`src/design/sfq_defs.vh`:
```
// constants for the multi-lane read and page program sequencer
// assumes CLK at 50 MHz and the serial clock sampled as an ordinary input
// Notes on behaviour
// - Dual-output read: opcode and address on one lane, data two bits per clock.
// - Dual and quad output reads: eight dummy clocks after address, lanes ignored.
// - Quad-output read accepted only with quad lane enable set; four bits per clock.
// - Dual I/O read: address two bits per clock on lanes zero and one.
// - Quad I/O read: address on four lanes, four dummy clocks, data on four.
// - Quad I/O read runs only with quad lane enable set.
// - Wrap on: quad I/O read wraps inside the aligned section until select rises.
// - Wrap setting: opcode, 24 dummy bits, eight wrap bits; W7 and low nibble ignored.
// - Wrap disable 0 wraps over 8/16/32/64 bytes per length code; 1 never wraps.
// - Stored wrap setting applies to all later quad I/O reads until rewritten.
// - Wrap disable bit is 1 after power-on, software reset or hardware reset.
// - Page program: select low, opcode, 24-bit address, data bytes on one lane.
// - Page program accepted only when the write latch flag is 1.
// - Program bytes wrap within the 256-byte page and overwrite earlier bytes.
// - Select must rise right after a whole byte, else no program happens.
// - Valid program starts a timed cycle; busy is 1 throughout, 0 at the end.
// - Status reads are still answered while a program cycle runs.
// - Write latch flag clears when the program cycle completes.
// - A protected page is never programmed.
// - Inputs latched on rising edges, data driven on falling edges, MSB first, auto-increment.
// - Write enable sets the write latch flag and must precede page program.
`ifndef SFQ_DEFS_VH
`define SFQ_DEFS_VH

`define SFQ_OP_DUAL_OUT 8'h3B
`define SFQ_OP_QUAD_OUT 8'h6B
`define SFQ_OP_DUAL_IO 8'hBB
`define SFQ_OP_QUAD_IO 8'hEB
`define SFQ_OP_SET_WRAP 8'h77
`define SFQ_OP_PAGE_PROG 8'h02
`define SFQ_OP_WR_ENABLE 8'h06
`define SFQ_OP_WR_DISABLE 8'h04
`define SFQ_OP_RD_STATUS 8'h05

`define SFQ_CMD_CLKS 6'h08
`define SFQ_ADDR_CLKS_X1 6'h18
`define SFQ_ADDR_CLKS_X2 6'h0C
`define SFQ_ADDR_CLKS_X4 6'h06
`define SFQ_MODE_CLKS_X2 6'h04
`define SFQ_MODE_CLKS_X4 6'h02
`define SFQ_DUMMY_OUT 6'h08
`define SFQ_DUMMY_QIO 6'h04
`define SFQ_WRAP_CLKS 6'h02
`define SFQ_BYTE_CLKS 6'h08

`define SFQ_WRAP_DIS_POS 4
`define SFQ_WRAP_LEN_LSB 5
`define SFQ_WRAP_DIS_RST 1'b1
`define SFQ_WRAP_LEN_RST 2'h0

`define SFQ_OE_X1 4'hD
`define SFQ_OE_X2 4'hC
`define SFQ_OE_X4 4'h0
`define SFQ_OE_OFF 4'hF

`define SFQ_CLK_NS 20
`define SFQ_TPP_NS 400000
`define SFQ_TPP_CYC ((`SFQ_TPP_NS + `SFQ_CLK_NS - 1) / `SFQ_CLK_NS)

`endif

```
`src/design/sfq_top.v`:
```
// instruction sequencer for multi-lane reads, burst wrap and page program
// assumes SCK, CS_N and lanes are synchronous to CLK and SCK runs at most CLK/4
`timescale 1ns/1ps
`include "sfq_defs.vh"
module sfq_top #(
  parameter PROG_CYCLES = `SFQ_TPP_CYC
) (
  // clock and reset
  input wire CLK,
  input wire RST_N,
  // serial link from the host
  input wire SCK,
  input wire CS_N,
  input wire [3:0] LANE_I,
  output reg [3:0] LANE_O,
  output reg [3:0] LANE_OE_N,
  // configuration and status
  input wire QUAD_LANE_ENABLE,
  input wire SW_RESET,
  input wire PAGE_LOCKED,
  output wire [15:0] PROT_PAGE,
  output wire BUSY,
  output reg WRITE_LATCH_FLAG,
  output reg WRAP_DISABLE_BIT,
  output reg [1:0] WRAP_LENGTH_FIELD,
  // array read port
  output wire [23:0] MEM_RD_ADDR,
  input wire [7:0] MEM_RD_DATA,
  // array write port
  output wire MEM_WR_VALID,
  input wire MEM_WR_READY,
  output wire [23:0] MEM_WR_ADDR,
  output wire [7:0] MEM_WR_DATA
);
  localparam ST_CMD = 3'h0;
  localparam ST_ADDR = 3'h1;
  localparam ST_MODE = 3'h2;
  localparam ST_DUMMY = 3'h3;
  localparam ST_DATA = 3'h4;
  localparam ST_WRAP = 3'h5;
  localparam ST_PROG = 3'h6;
  localparam ST_HOLD = 3'h7;
  // ST_HOLD doubles as the dead state: extra clocks or refused opcodes land here

  reg sck_d_r;
  reg cs_d_r;
  reg [2:0] st_r;
  reg [5:0] cnt_r;
  reg [23:0] sh_r;
  reg [7:0] op_r;
  reg [2:0] iw_r;
  reg [2:0] ow_r;
  reg [5:0] mode_clks_r;
  reg [5:0] dummy_clks_r;
  reg [23:0] addr_r;
  reg [7:0] out_sh_r;
  reg [2:0] out_cnt_r;
  reg status_src_r;
  reg [15:0] pp_page_r;
  reg [7:0] pp_idx_r;
  reg got_byte_r;
  reg [7:0] page_buf_r [0:255];
  reg [255:0] mask_r;
  reg drain_act_r;
  reg [7:0] didx_r;

  wire sck_rise;
  wire sck_fall;
  wire cs_rise;
  wire [23:0] sh_in;
  wire [7:0] opc;
  wire [7:0] in_byte;
  wire [7:0] status_byte;
  wire [7:0] load_byte;
  wire wrap_on;
  wire prog_start;
  wire prog_done;
  wire fifo_in_valid;
  wire fifo_in_ready;
  wire drain_adv;

  assign sck_rise = SCK & ~sck_d_r & ~CS_N;
  assign sck_fall = ~SCK & sck_d_r & ~CS_N;
  assign cs_rise = CS_N & ~cs_d_r;
  assign sh_in = shift_in(sh_r, LANE_I, iw_r);
  assign opc = sh_in[7:0];
  assign in_byte = sh_in[7:0];
  assign status_byte = {6'h00, WRITE_LATCH_FLAG, BUSY};
  assign load_byte = status_src_r ? status_byte : MEM_RD_DATA;
  assign wrap_on = (op_r == `SFQ_OP_QUAD_IO) & ~WRAP_DISABLE_BIT;
  assign MEM_RD_ADDR = addr_r;
  assign PROT_PAGE = pp_page_r;
  // whole byte boundary and an unlocked page are the only way into a program cycle
  assign prog_start = cs_rise & (st_r == ST_PROG) & (cnt_r == `SFQ_BYTE_CLKS) &
                      got_byte_r & ~PAGE_LOCKED;

  // grouped sampling, highest lane is the most significant bit
  function [23:0] shift_in;
    input [23:0] sh;
    input [3:0] ln;
    input [2:0] w;
    begin
      case (w)
        3'h2: shift_in = {sh[21:0], ln[1:0]};
        3'h4: shift_in = {sh[19:0], ln[3:0]};
        default: shift_in = {sh[22:0], ln[0]};
      endcase
    end
  endfunction

  // lane values for the top group of an outgoing byte
  function [3:0] lane_drive;
    input [7:0] b;
    input [2:0] w;
    begin
      case (w)
        3'h2: lane_drive = {2'h0, b[7:6]};
        3'h4: lane_drive = b[7:4];
        default: lane_drive = {2'h0, b[7], 1'b0};
      endcase
    end
  endfunction

  function [3:0] lane_enable_n;
    input [2:0] w;
    begin
      case (w)
        3'h2: lane_enable_n = `SFQ_OE_X2;
        3'h4: lane_enable_n = `SFQ_OE_X4;
        default: lane_enable_n = `SFQ_OE_X1;
      endcase
    end
  endfunction

  function [7:0] shift_out;
    input [7:0] b;
    input [2:0] w;
    begin
      case (w)
        3'h2: shift_out = {b[5:0], 2'h0};
        3'h4: shift_out = {b[3:0], 4'h0};
        default: shift_out = {b[6:0], 1'b0};
      endcase
    end
  endfunction

  // next read address, wrapping inside the aligned section when asked
  function [23:0] next_addr;
    input [23:0] a;
    input wrap;
    input [1:0] len;
    reg [7:0] lm;
    reg [7:0] lo;
    begin
      lm = 8'h08 << len;
      lm = lm - 8'h01;
      lo = a[7:0] + 8'h01;
      if (wrap)
        next_addr = {a[23:8], (a[7:0] & ~lm) | (lo & lm)};
      else
        next_addr = a + 24'h000001;
    end
  endfunction

  always @(posedge CLK or negedge RST_N) begin
    if (!RST_N) begin
      sck_d_r <= 1'b0;
      cs_d_r <= 1'b1;
      st_r <= ST_CMD;
      cnt_r <= `SFQ_CMD_CLKS;
      sh_r <= 24'h000000;
      op_r <= 8'h00;
      iw_r <= 3'h1;
      ow_r <= 3'h1;
      mode_clks_r <= 6'h00;
      dummy_clks_r <= 6'h00;
      addr_r <= 24'h000000;
      out_sh_r <= 8'h00;
      out_cnt_r <= 3'h0;
      status_src_r <= 1'b0;
      pp_page_r <= 16'h0000;
      pp_idx_r <= 8'h00;
      got_byte_r <= 1'b0;
      LANE_O <= 4'h0;
      LANE_OE_N <= `SFQ_OE_OFF;
      WRITE_LATCH_FLAG <= 1'b0;
      WRAP_DISABLE_BIT <= `SFQ_WRAP_DIS_RST;
      WRAP_LENGTH_FIELD <= `SFQ_WRAP_LEN_RST;
    end else begin
      sck_d_r <= SCK;
      cs_d_r <= CS_N;
      if (SW_RESET) begin
        WRAP_DISABLE_BIT <= `SFQ_WRAP_DIS_RST;
        WRAP_LENGTH_FIELD <= `SFQ_WRAP_LEN_RST;
      end
      if (prog_done || SW_RESET)
        WRITE_LATCH_FLAG <= 1'b0;
      if (cs_rise && st_r == ST_HOLD && cnt_r == `SFQ_CMD_CLKS) begin
        if (op_r == `SFQ_OP_WR_ENABLE)
          WRITE_LATCH_FLAG <= 1'b1;
        else if (op_r == `SFQ_OP_WR_DISABLE)
          WRITE_LATCH_FLAG <= 1'b0;
      end
      if (CS_N) begin
        st_r <= ST_CMD;
        cnt_r <= `SFQ_CMD_CLKS;
        iw_r <= 3'h1;
        out_cnt_r <= 3'h0;
        LANE_OE_N <= `SFQ_OE_OFF;
      end else if (sck_rise) begin
        sh_r <= sh_in;
        cnt_r <= cnt_r - 6'h01;
        case (st_r)
          ST_CMD: begin
            if (cnt_r == 6'h01) begin
              op_r <= opc;
              cnt_r <= `SFQ_ADDR_CLKS_X1;
              mode_clks_r <= 6'h00;
              dummy_clks_r <= `SFQ_DUMMY_OUT;
              status_src_r <= 1'b0;
              st_r <= ST_ADDR;
              if (BUSY && opc != `SFQ_OP_RD_STATUS) begin
                st_r <= ST_HOLD;
                op_r <= 8'h00;
              end else begin
                case (opc)
                  `SFQ_OP_DUAL_OUT: ow_r <= 3'h2;
                  `SFQ_OP_QUAD_OUT: begin
                    ow_r <= 3'h4;
                    if (!QUAD_LANE_ENABLE)
                      st_r <= ST_HOLD;
                  end
                  `SFQ_OP_DUAL_IO: begin
                    iw_r <= 3'h2;
                    ow_r <= 3'h2;
                    cnt_r <= `SFQ_ADDR_CLKS_X2;
                    mode_clks_r <= `SFQ_MODE_CLKS_X2;
                    dummy_clks_r <= 6'h00;
                  end
                  `SFQ_OP_QUAD_IO: begin
                    iw_r <= 3'h4;
                    ow_r <= 3'h4;
                    cnt_r <= `SFQ_ADDR_CLKS_X4;
                    mode_clks_r <= `SFQ_MODE_CLKS_X4;
                    dummy_clks_r <= `SFQ_DUMMY_QIO;
                    if (!QUAD_LANE_ENABLE)
                      st_r <= ST_HOLD;
                  end
                  `SFQ_OP_SET_WRAP: begin
                    iw_r <= 3'h4;
                    cnt_r <= `SFQ_ADDR_CLKS_X4;
                  end
                  `SFQ_OP_PAGE_PROG: begin
                    if (!WRITE_LATCH_FLAG)
                      st_r <= ST_HOLD;
                  end
                  `SFQ_OP_RD_STATUS: begin
                    ow_r <= 3'h1;
                    status_src_r <= 1'b1;
                    st_r <= ST_DATA;
                  end
                  `SFQ_OP_WR_ENABLE, `SFQ_OP_WR_DISABLE: begin
                    cnt_r <= `SFQ_CMD_CLKS;
                    st_r <= ST_HOLD;
                  end
                  default: st_r <= ST_HOLD;
                endcase
              end
            end
          end
          ST_ADDR: begin
            if (cnt_r == 6'h01) begin
              addr_r <= sh_in;
              if (op_r == `SFQ_OP_SET_WRAP) begin
                cnt_r <= `SFQ_WRAP_CLKS;
                st_r <= ST_WRAP;
              end else if (op_r == `SFQ_OP_PAGE_PROG) begin
                pp_page_r <= sh_in[23:8];
                pp_idx_r <= sh_in[7:0];
                got_byte_r <= 1'b0;
                iw_r <= 3'h1;
                cnt_r <= `SFQ_BYTE_CLKS;
                st_r <= ST_PROG;
              end else if (mode_clks_r != 6'h00) begin
                cnt_r <= mode_clks_r;
                st_r <= ST_MODE;
              end else if (dummy_clks_r != 6'h00) begin
                cnt_r <= dummy_clks_r;
                st_r <= ST_DUMMY;
              end else
                st_r <= ST_DATA;
            end
          end
          ST_MODE: begin
            // mode bits are taken but continuous mode is not offered
            if (cnt_r == 6'h01) begin
              cnt_r <= dummy_clks_r;
              st_r <= (dummy_clks_r != 6'h00) ? ST_DUMMY : ST_DATA;
            end
          end
          ST_DUMMY: begin
            if (cnt_r == 6'h01)
              st_r <= ST_DATA;
          end
          ST_WRAP: begin
            if (cnt_r == 6'h01) begin
              WRAP_DISABLE_BIT <= in_byte[`SFQ_WRAP_DIS_POS];
              WRAP_LENGTH_FIELD <= in_byte[`SFQ_WRAP_LEN_LSB+1:`SFQ_WRAP_LEN_LSB];
              cnt_r <= `SFQ_CMD_CLKS;
              st_r <= ST_HOLD;
            end
          end
          ST_PROG: begin
            if (cnt_r == 6'h01) begin
              pp_idx_r <= pp_idx_r + 8'h01;
              got_byte_r <= 1'b1;
              cnt_r <= `SFQ_BYTE_CLKS;
            end
          end
          ST_DATA: cnt_r <= cnt_r;
          default: begin
            st_r <= ST_HOLD;
            cnt_r <= 6'h00;
          end
        endcase
      end else if (sck_fall && st_r == ST_DATA) begin
        // first falling edge after the last input clock drives the first group
        LANE_OE_N <= lane_enable_n(ow_r);
        if (out_cnt_r == 3'h0) begin
          LANE_O <= lane_drive(load_byte, ow_r);
          out_sh_r <= shift_out(load_byte, ow_r);
          out_cnt_r <= 3'h7 >> (ow_r >> 1);
          if (!status_src_r)
            addr_r <= next_addr(addr_r, wrap_on, WRAP_LENGTH_FIELD);
        end else begin
          LANE_O <= lane_drive(out_sh_r, ow_r);
          out_sh_r <= shift_out(out_sh_r, ow_r);
          out_cnt_r <= out_cnt_r - 3'h1;
        end
      end
    end
  end

  // page buffer write, index wraps inside the page
  always @(posedge CLK) begin
    if (sck_rise && st_r == ST_PROG && cnt_r == 6'h01)
      page_buf_r[pp_idx_r] <= in_byte;
  end

  assign fifo_in_valid = drain_act_r & mask_r[didx_r];
  assign drain_adv = drain_act_r & (~mask_r[didx_r] | fifo_in_ready);

  always @(posedge CLK or negedge RST_N) begin
    if (!RST_N) begin
      mask_r <= 256'h0;
      drain_act_r <= 1'b0;
      didx_r <= 8'h00;
    end else begin
      if (sck_rise && st_r == ST_ADDR && cnt_r == 6'h01 && op_r == `SFQ_OP_PAGE_PROG)
        mask_r <= 256'h0;
      else if (sck_rise && st_r == ST_PROG && cnt_r == 6'h01)
        mask_r[pp_idx_r] <= 1'b1;
      if (prog_start) begin
        drain_act_r <= 1'b1;
        didx_r <= 8'h00;
      end else if (drain_adv) begin
        didx_r <= didx_r + 8'h01;
        if (didx_r == 8'hFF)
          drain_act_r <= 1'b0;
      end
    end
  end

  sfq_fifo2 #(
    .W(32),
    .DEPTH(2),
    .AW(1)
  ) u_wbuf (
    .clk(CLK),
    .rst_n(RST_N),
    .in_valid(fifo_in_valid),
    .in_ready(fifo_in_ready),
    .in_data({pp_page_r, didx_r, page_buf_r[didx_r]}),
    .out_valid(MEM_WR_VALID),
    .out_ready(MEM_WR_READY),
    .out_data({MEM_WR_ADDR, MEM_WR_DATA})
  );

  sfq_prog #(
    .PROG_CYCLES(PROG_CYCLES),
    .CW(24)
  ) u_prog (
    .clk(CLK),
    .rst_n(RST_N),
    .start(prog_start),
    .drain_busy(drain_act_r | MEM_WR_VALID),
    .busy(BUSY),
    .done(prog_done)
  );
endmodule

```
`src/design/sfq_fifo2.v`:
```
// small valid/ready buffer between the program drain and the array write port
// assumes one clock; depth and width set the storage
`timescale 1ns/1ps
module sfq_fifo2 #(
  parameter W = 32,
  parameter DEPTH = 2,
  parameter AW = 1
) (
  // clock and reset
  input wire clk,
  input wire rst_n,
  // fill side
  input wire in_valid,
  output wire in_ready,
  input wire [W-1:0] in_data,
  // drain side
  output wire out_valid,
  input wire out_ready,
  output wire [W-1:0] out_data
);
  reg [W-1:0] mem_r [0:DEPTH-1];
  reg [AW-1:0] wptr_r;
  reg [AW-1:0] rptr_r;
  reg [AW:0] count_r;
  wire push;
  wire pop;

  assign in_ready = (count_r != DEPTH[AW:0]);
  assign out_valid = (count_r != {(AW+1){1'b0}});
  assign out_data = mem_r[rptr_r];
  assign push = in_valid & in_ready;
  assign pop = out_valid & out_ready;

  function [AW-1:0] bump;
    input [AW-1:0] p;
    begin
      if (p == DEPTH[AW-1:0] - 1'b1)
        bump = {AW{1'b0}};
      else
        bump = p + 1'b1;
    end
  endfunction

  always @(posedge clk) begin
    if (push)
      mem_r[wptr_r] <= in_data;
  end

  always @(posedge clk or negedge rst_n) begin
    if (!rst_n) begin
      wptr_r <= {AW{1'b0}};
      rptr_r <= {AW{1'b0}};
      count_r <= {(AW+1){1'b0}};
    end else begin
      if (push)
        wptr_r <= bump(wptr_r);
      if (pop)
        rptr_r <= bump(rptr_r);
      if (push && !pop)
        count_r <= count_r + 1'b1;
      else if (pop && !push)
        count_r <= count_r - 1'b1;
    end
  end
endmodule

```
`src/design/sfq_prog.v`:
```
// self-timed program cycle: busy from start until time is up and the page is drained
// assumes start is a one-cycle pulse that never comes while busy
`timescale 1ns/1ps
module sfq_prog #(
  parameter PROG_CYCLES = 20000,
  parameter CW = 24
) (
  // clock and reset
  input wire clk,
  input wire rst_n,
  // control
  input wire start,
  input wire drain_busy,
  // status
  output reg busy,
  output reg done
);
  reg [CW-1:0] cnt_r;

  always @(posedge clk or negedge rst_n) begin
    if (!rst_n) begin
      cnt_r <= {CW{1'b0}};
      busy <= 1'b0;
      done <= 1'b0;
    end else begin
      done <= 1'b0;
      if (start) begin
        busy <= 1'b1;
        cnt_r <= PROG_CYCLES[CW-1:0] - 1'b1;
      end else if (busy) begin
        if (cnt_r != {CW{1'b0}})
          cnt_r <= cnt_r - 1'b1;
        else if (!drain_busy) begin
          // array writes may stall; the cycle never ends with bytes still queued
          busy <= 1'b0;
          done <= 1'b1;
        end
      end
    end
  end
endmodule

```
`config.mk`:
```
export PLATFORM = sky130hd
export DESIGN_NAME = sfq_top
export DESIGN_NICKNAME = d
export VERILOG_FILES = /design/src/design/sfq_top.v /design/src/design/sfq_fifo2.v /design/src/design/sfq_prog.v
export VERILOG_INCLUDE_DIRS = /design/src /design/src/design
export SDC_FILE = /design/constraint.sdc
export NUM_CORES = 2
export LEC_CHECK = 0
export BUFFER_PORTS_ARGS = -buffer_cell sky130_fd_sc_hd__buf_2
export CAP_MARGIN = 5
export CORE_MARGIN = 3
export CORE_UTILIZATION = 35
export DETAILED_ROUTE_END_ITERATION = 8
export PLACE_DENSITY_LB_ADDON = 0.12
export SETUP_SLACK_MARGIN = 0.15
export SYNTH_ARGS = -nofsm -noshare
export SYNTH_HDL_FRONTEND = slang
export SYNTH_SLANG_ARGS = --single-unit
```
`constraint.sdc`:
```
create_clock -name CLK -period 7.1 [get_ports CLK]
set_input_delay 0.71 -clock CLK [delete_from_list [all_inputs] [get_ports CLK]]
set_output_delay 0.71 -clock CLK [all_outputs]
set_load 0.05 [all_outputs]
```
=== Word level (Yosys, flattened, before mapping) ===
Memories as Yosys holds them, arrays and structs flattened.
Index checks and enable logic that the tools add are counted.

* Input port bits: 20
* Register bits after elaboration: 428
* Bits in writable memories: 2,112
* Word-level logic and storage cells: 310
* Latch bits: 0
* Output and inout port bits: 86
* Memories: 2
* ROM bits: 0

{| class="wikitable"
|+ Memories
! name !! words !! width !! read ports !! clocked after Yosys merged registers in !! write ports !! RTL line !! source
|-
| page_buf_r || 256 || 8 || 1 || 0 || 1 || sfq_top.v:62 || <nowiki>reg [7:0] page_buf_r [0:255];</nowiki>
|-
| u_wbuf.mem_r || 2 || 32 || 1 || 0 || 1 || sfq_fifo2.v:21 || <nowiki>reg [W-1:0] mem_r [0:DEPTH-1];</nowiki>
|}

* Multipliers: 0
* Shifts and indexed selects: 2
* Magnitude comparators: 3
* Mux-type cells: 123
* Div/mod/pow operators: 0
* $add $sub $neg: 12
* Eq/ne operators: 50
* Reductions and logical operators: 55
* Bitwise gates (word level): 31

{| class="wikitable"
|+ Operators with widths
! kind !! count
|-
| $mux 256 || 2
|-
| $or 256x256->256 || 1
|-
| $mux 24 || 10
|-
| $mux 3 || 26
|-
| $mux 8 || 9
|-
| $mux 6 || 10
|-
| $pmux 24 s2 || 1
|-
| $pmux 8 s2 || 3
|-
| $eq 8x3->1 const B || 5
|-
| $pmux 6 s6 || 1
|-
| $mux 1 || 34
|-
| $eq 8x8->1 const B || 4
|-
| $pmux 4 s2 || 4
|-
| $add 24x1->24 const B || 1
|-
| $add 8x1->8 const B || 3
|-
| $eq 8x7->1 const B || 3
|-
| $reduce_bool 2->1 || 12
|-
| $reduce_bool 24->1 || 1
|-
| $sub 24x1->24 const B || 1
|-
| $ne 3x3->1 const B || 7
|-
| $reduce_and 7->1 || 3
|-
| $mux 4 || 5
|-
| $eq 3x3->1 const B || 6
|-
| $lt 8x9->1 const B || 2
|-
| 49 further kinds || 122
|}

=== Longest topological paths before layout ===
* Depth in word-level cells: 10
* Gate-level depth with buffers: 15
* Depth with buffers taken out: 11

=== By module ===
A second synthesis with hierarchy kept.

* Cell total of the unflattened synthesis: 5,310
* Area total of the unflattened synthesis: 101,265.9 µm²

{| class="wikitable"
|+ By module, submodules not included
! module !! area each (µm²) !! sequential area each (µm²) !! cells an instance !! times used
|-
| sfq_top || 97,148.2 || 71,193.3 || 5,048 || 1
|-
| sfq_fifo2 || 2,658.8 || 2,021.9 || 118 || 1
|-
| sfq_prog || 1,458.9 || 650.6 || 144 || 1
|}

=== Worst setup path before layout ===
Ideal clock, no wire load.

* Kind: reg-to-reg
* Start: register iw_r[0]
* End: register iw_r[0]
* Clock period less this slack: 6,191 ps
* Cell stages (with the launch flop): 12
* Arrival: 6,116 ps
* Path slack: 909 ps
* Path buffers: 2
* Setup time: 75 ps
* Data required time: 7,025 ps
* Cells stage by stage: dfstp_2 nand2b_1 buf_2 or2_0 clkbuf_1 o221ai_2 clkinv_1 nor4_1 o21ai_0 a2111oi_2 a31o_2 mux2i_1

* Word-level cells in the longest chain between the ends: 6
* Elaborated cells on any way between the ends: 12
* Classes of those cells: 8 x eq/ne; 1 x mux; 3 x reduce/logical

{| class="wikitable"
|+ RTL lines
! element !! RTL line !! source
|-
| start, declared || sfq_top.v:51 || <nowiki>reg [2:0] iw_r;</nowiki>
|-
| start signal, assigned || sfq_top.v:173 || <nowiki>iw_r <= 3'h1;</nowiki>
|-
| start signal, assigned || sfq_top.v:207 || <nowiki>iw_r <= 3'h1;</nowiki>
|-
| start signal, assigned || sfq_top.v:234 || <nowiki>iw_r <= 3'h2;</nowiki>
|-
| $eq 3x3->1 / $eq 3x2->1 (equally long branches) || sfq_top.v:103 || <nowiki>case (w)</nowiki>
|-
| $pmux 24 s2 * || sfq_top.v:103 ||
|-
| via sh_in[2] || sfq_top.v:70 || <nowiki>wire [23:0] sh_in;</nowiki>
|-
| $eq 8x8->1, or another cell as far along || sfq_top.v:226 || <nowiki>case (opc)</nowiki>
|-
| $reduce_or 2->1 (no line) / $logic_and 1x1->1 (equally long branches) || n/a ||
|-
| $ne 4x3->1 (no line) / $ne 3x3->1 (equally long branches) || n/a ||
|-
| $reduce_and 8->1 (no line) * || n/a ||
|}

Mark *: on every way through the listed nets, which the timed path passes. The rest lies on a longest branch.
A chain may end at the register's enable or synchronous reset.

=== Worst setup path after layout ===
* Start: register didx_r[0]
* End: memory u_wbuf.mem_r[1][11], enable pin

* Word-level cells in the longest chain between the ends: 6

{| class="wikitable"
|+ RTL lines
! element !! RTL line !! source
|-
| start, declared || sfq_top.v:65 || <nowiki>reg [7:0] didx_r;</nowiki>
|-
| start signal, assigned || sfq_top.v:367 || <nowiki>didx_r <= didx_r + 8'h01;</nowiki>
|-
| $bmux 1 s8 || sfq_top.v:350 || <nowiki>assign fifo_in_valid = drain_act_r & mask_r[didx_r];</nowiki>
|-
| $mux 1 (not written as such) || sfq_top.v:350 ||
|-
| $and 1x1->1 || sfq_top.v:350 ||
|-
| $and 1x1->1 || sfq_fifo2.v:31 || <nowiki>assign push = in_valid & in_ready;</nowiki>
|-
| via u_wbuf.push || sfq_fifo2.v:25 || <nowiki>wire push;</nowiki>
|-
| $mux 1 || sfq_fifo2.v:45 || <nowiki>if (push)</nowiki>
|-
| $mux 1 (not written as such) || sfq_fifo2.v:46 || <nowiki>mem_r[wptr_r] <= in_data;</nowiki>
|-
| end, declared || sfq_fifo2.v:21 ||
|}

The timed path passes the listed nets, and every way through them passes these cells. The select of a mux whose other input is x is not followed.

==> results.py <==
metrics = {
    "status": {
        "status": "completed",
    },
    "route": {
        "drt_iter0_markers": 4846,
        "drc": 0,
        "vias": 51350,
        "wl_per_cell_um": 30.0,
        "wl_mm": 282,
        "ant_nets": 0,
        "vias_per_cell": 5.48,
        "firstDrtPassIters": 5,
    },
    "yosys": {
        "yosysMostFrequentCell": "edfxtp_1",
        "yosysTopAreaCellShare_pct": 62.7,
        "yosysTopAreaCell": "edfxtp_1",
        "synth-seq-area-share_pct": 73.0,
        "async_flop_share_pct": 16.5,
        "synthTopCellsByArea": "edfxtp_1, mux4_2, dfrtp_1",
        "synth_seq_cells": 2529,
        "avgSynthCellArea_um2": 19.6,
        "synthFlopType": "edfxtp_1",
        "synth_top_family_by_area": "multiplexers",
        "synth_compound_area_share_pct": 4.51,
        "synth_cell_types": 78,
        "yosys_warnings": 0,
        "synth_nets": 5198,
        "synthAdderAreaFrac_pct": 0.173,
        "synthXorXnorAreaFrac_pct": 0.303,
        "synth_area_um2": 101000,
        "synth_mux_area_share_pct": 17.1,
        "synth-edff-count": 2112,
        "synthSimpleGateAreaFrac_pct": 3.33,
        "synth_commonest_cells": "edfxtp_1, mux4_2, dfrtp_1",
        "syn_inst": 5164,
    },
    "setup_path": {
        "slowest_delay_ps": 960,
        "crit_family": "simple AND/OR/NAND/NOR gates",
        "reg2reg_depth": 10,
        "cp.arrival_ps": 5780,
        "cp_max_fo": 60,
        "critPathSlowestCell": "dfrtp_4",
        "r2r-end": "u_wbuf.mem_r[1][11]",
        "worstPathRequired_ps": 7630,
        "worst_setup_path_start_kind": "flip-flop",
        "ff2ff_setup_slack_ps": 1840,
        "path_depth": 10,
        "crit_path_end_kind": "flip-flop",
        "r2r_start": "didx_r[0]",
        "worstPathCellList": "buf_12, mux4_2, mux2i_1, o211ai_1, nand3_1, a211oi_1, a21oi_1, nor3_1, and2_2, buf_4",
        "cp.buffers_inverters": 2,
        "crit_type": "reg -> reg",
    },
    "flow_run": {
        "max_cap_violations": 0,
    },
    "sta": {
        "fin_crit_ps": 5260,
        "tns_ps": 0,
        "max_freq_ghz": 0.190,
        "maxSlewViolCount": 0,
        "rsz0062_at_grt": "false",
        "relSlewSlack_pct": 14.1,
        "setup_viol": 0,
        "whs_ps": 144,
        "worst_pin_slew_ps": 1270,
        "hold_viol": 0,
        "post-route-period-util_pct": 74.0,
        "skew_ps": 49.2,
    },
    "worst_hold_path": {
        "hp-start": "CS_N",
        "whs_path_depth": 1,
        "min_to": "cs_d_r",
        "holdCritPathClass": "in -> reg",
    },
    "final_layout": {
        "nets": 5404,
        "drive_above_1_share_pct": 26.5,
        "area_delta_synth_final_pct": 14.2,
    },
    "grt": {
        "grt_pass1_vias": 52910,
        "grt_first_pass_wirelength_mm": 404,
        "grt_max_degree": 172,
        "overflow": 0,
        "grtUsageTotal_pct": 19.0,
        "antenna_found_initial": 32,
    },
    "floorplan": {
        "initial_core_util_pct": 35.3,
        "ios": 106,
        "fp.dieH_um": 544,
        "core_um2": 286000,
        "rows": 196,
        "die-width_um": 544,
        "dieArea_um2": 295000,
    },
    "clock_network": {
        "clk_path_buf_depth": 4,
        "cts_hold_buf": 2,
        "clkSlewWorstSetupHoldPaths_ps": 60,
        "cts_tree": "yes",
        "cts_setup_buffers": 0,
        "cts_resized": 0,
        "htreeDepth": 5,
        "clk_latency_ps": 880,
        "cts.sinks": 2529,
        "cts_root_buf": "clkbuf_16",
        "cts_made_buffers": 283,
    },
    "place": {
        "gp_congestion": 0.787,
        "post-dp-hpwl_mm": 170,
        "port_buffers": 105,
    },
    "power": {
        "total_power_mw": 32.0,
        "power_density_nw_per_um2": 277,
        "p_leak_nw": 37.3,
        "peakVddDrop_mv": 0.196,
    },
}
==> stage by stage <==
| step | instance area (um^2) | setup slack [ps] | instances | utilization, % |
|---|---|---|---|---|
| 5_1_grt | 116000 | 1440 | 9363 | 40.3 |
| 6_report | 116000 | 1840 | 9375 | 40.3 |
| 3_5_place_dp | 106000 | 1780 | 8845 | 37.1 |
| 2_1_floorplan | 101000 | 909 | 5164 | - |
| 3_3_place_gp | 106000 | 1670 | 8845 | 37.1 |
| 4_1_cts | 116000 | 1720 | 9360 | 40.3 |
==> final cells by class <==
class                   count  area (um^2)
diodes                     15         37.5
clock buffers             386         7820
clock inverters           127         1350
fillers                 25550       171000
inverters                  38          195
multi-input cells        2271        25800
flip-flops and latches   2529        73900
well taps                3762         4710
repair buffers            247         1770
==> registers in the layout, summed over array words and instances, names as in the netlist, 6 cells and up, named ones only <==
signal and flops:
MEM_RD_ADDR 19, PROT_PAGE 16, cnt_r 6, didx_r 8
mask_r 256, op_r 8, out_sh_r 7, page_buf_r 2048
pp_idx_r 8, sh_r 23, u_prog.cnt_r 24, u_wbuf.mem_r 64
==> report_power, final <==
group          switching, mW  leakage (nW)  internal [mW]  total (mW)
combinational          0.811          7.95          0.111       0.922
clock                   5.99          4.47           8.56        14.5
sequential            0.0571          24.9           16.5        16.6
==> how the worst max path moves through the flow <==
| stage | from | slack [ps] | end |
|---|---|---|---|
| final | didx_r[0] | 1840 | u_wbuf.mem_r[1][11] |
| after global routing | iw_r[2] | 1440 | iw_r[0] |
| after CTS | didx_r[0] | 1720 | u_wbuf.mem_r[1][11] |
| after detailed placement | didx_r[0] | 1780 | u_wbuf.mem_r[1][3] |
| after global placement | didx_r[0] | 1670 | u_wbuf.mem_r[1][3] |
| after floorplan | iw_r[0] | 910 | iw_r[0] |
==> cell usage in the layout, fill, tap and decap left out, types with 12 or more instances in the layout <==
| cell type | n |
|---|---|
| nor3_1 | 50 |
| nand2_1 | 185 |
| nand2_2 | 12 |
| o221ai_1 | 17 |
| dfrtp_1 | 403 |
| xnor2_1 | 22 |
| a21oi_1 | 82 |
| clkinv_1 | 47 |
| diode_2 | 15 |
| o22ai_1 | 28 |
| buf_4 | 128 |
| nand2b_1 | 12 |
| clkbuf_8 | 20 |
| ha_1 | 14 |
| o21ai_0 | 125 |
| buf_12 | 12 |
| a22oi_1 | 15 |
| o21a_1 | 270 |
| edfxtp_1 | 2112 |
| nor2_1 | 340 |
| mux4_2 | 737 |
| mux2_2 | 38 |
| nor2b_1 | 20 |
| xor2_1 | 13 |
| inv_1 | 26 |
| clkinv_2 | 33 |
| nand3_1 | 36 |
| bufinv_16 | 22 |
| clkbuf_16 | 290 |
| mux2i_1 | 25 |
| nand4_1 | 16 |
| buf_2 | 103 |
| clkbuf_1 | 76 |
| o31ai_1 | 22 |
==> cells by family (layout without fill, tap and decap cells) <==
logic type / count (synthesis) / after routing
other: 0 / 15
AOI/OAI and AO/OA: 662 / 662
xor gates and xnor gates: 35 / 35
DFF: 2529 / 2529
muxes: 800 / 800
buffers and inverters: 364 / 798
adders and majority gates: 14 / 14
and+or+nand+nor: 760 / 760
==> routing by layer <==
layer  up-vias  part of all wire [%]  track usage (%)  routed length [um]
li1      21545                     -                -                   -
met1     27799                    44             26.8              123000
met2      1600                    47             29.7              132000
met3       402                   6.6             4.15               18500
met4         4                   2.8             5.47                7990
met5         -                0.0075                0                  21
Power figures use the tool's default switching activity.
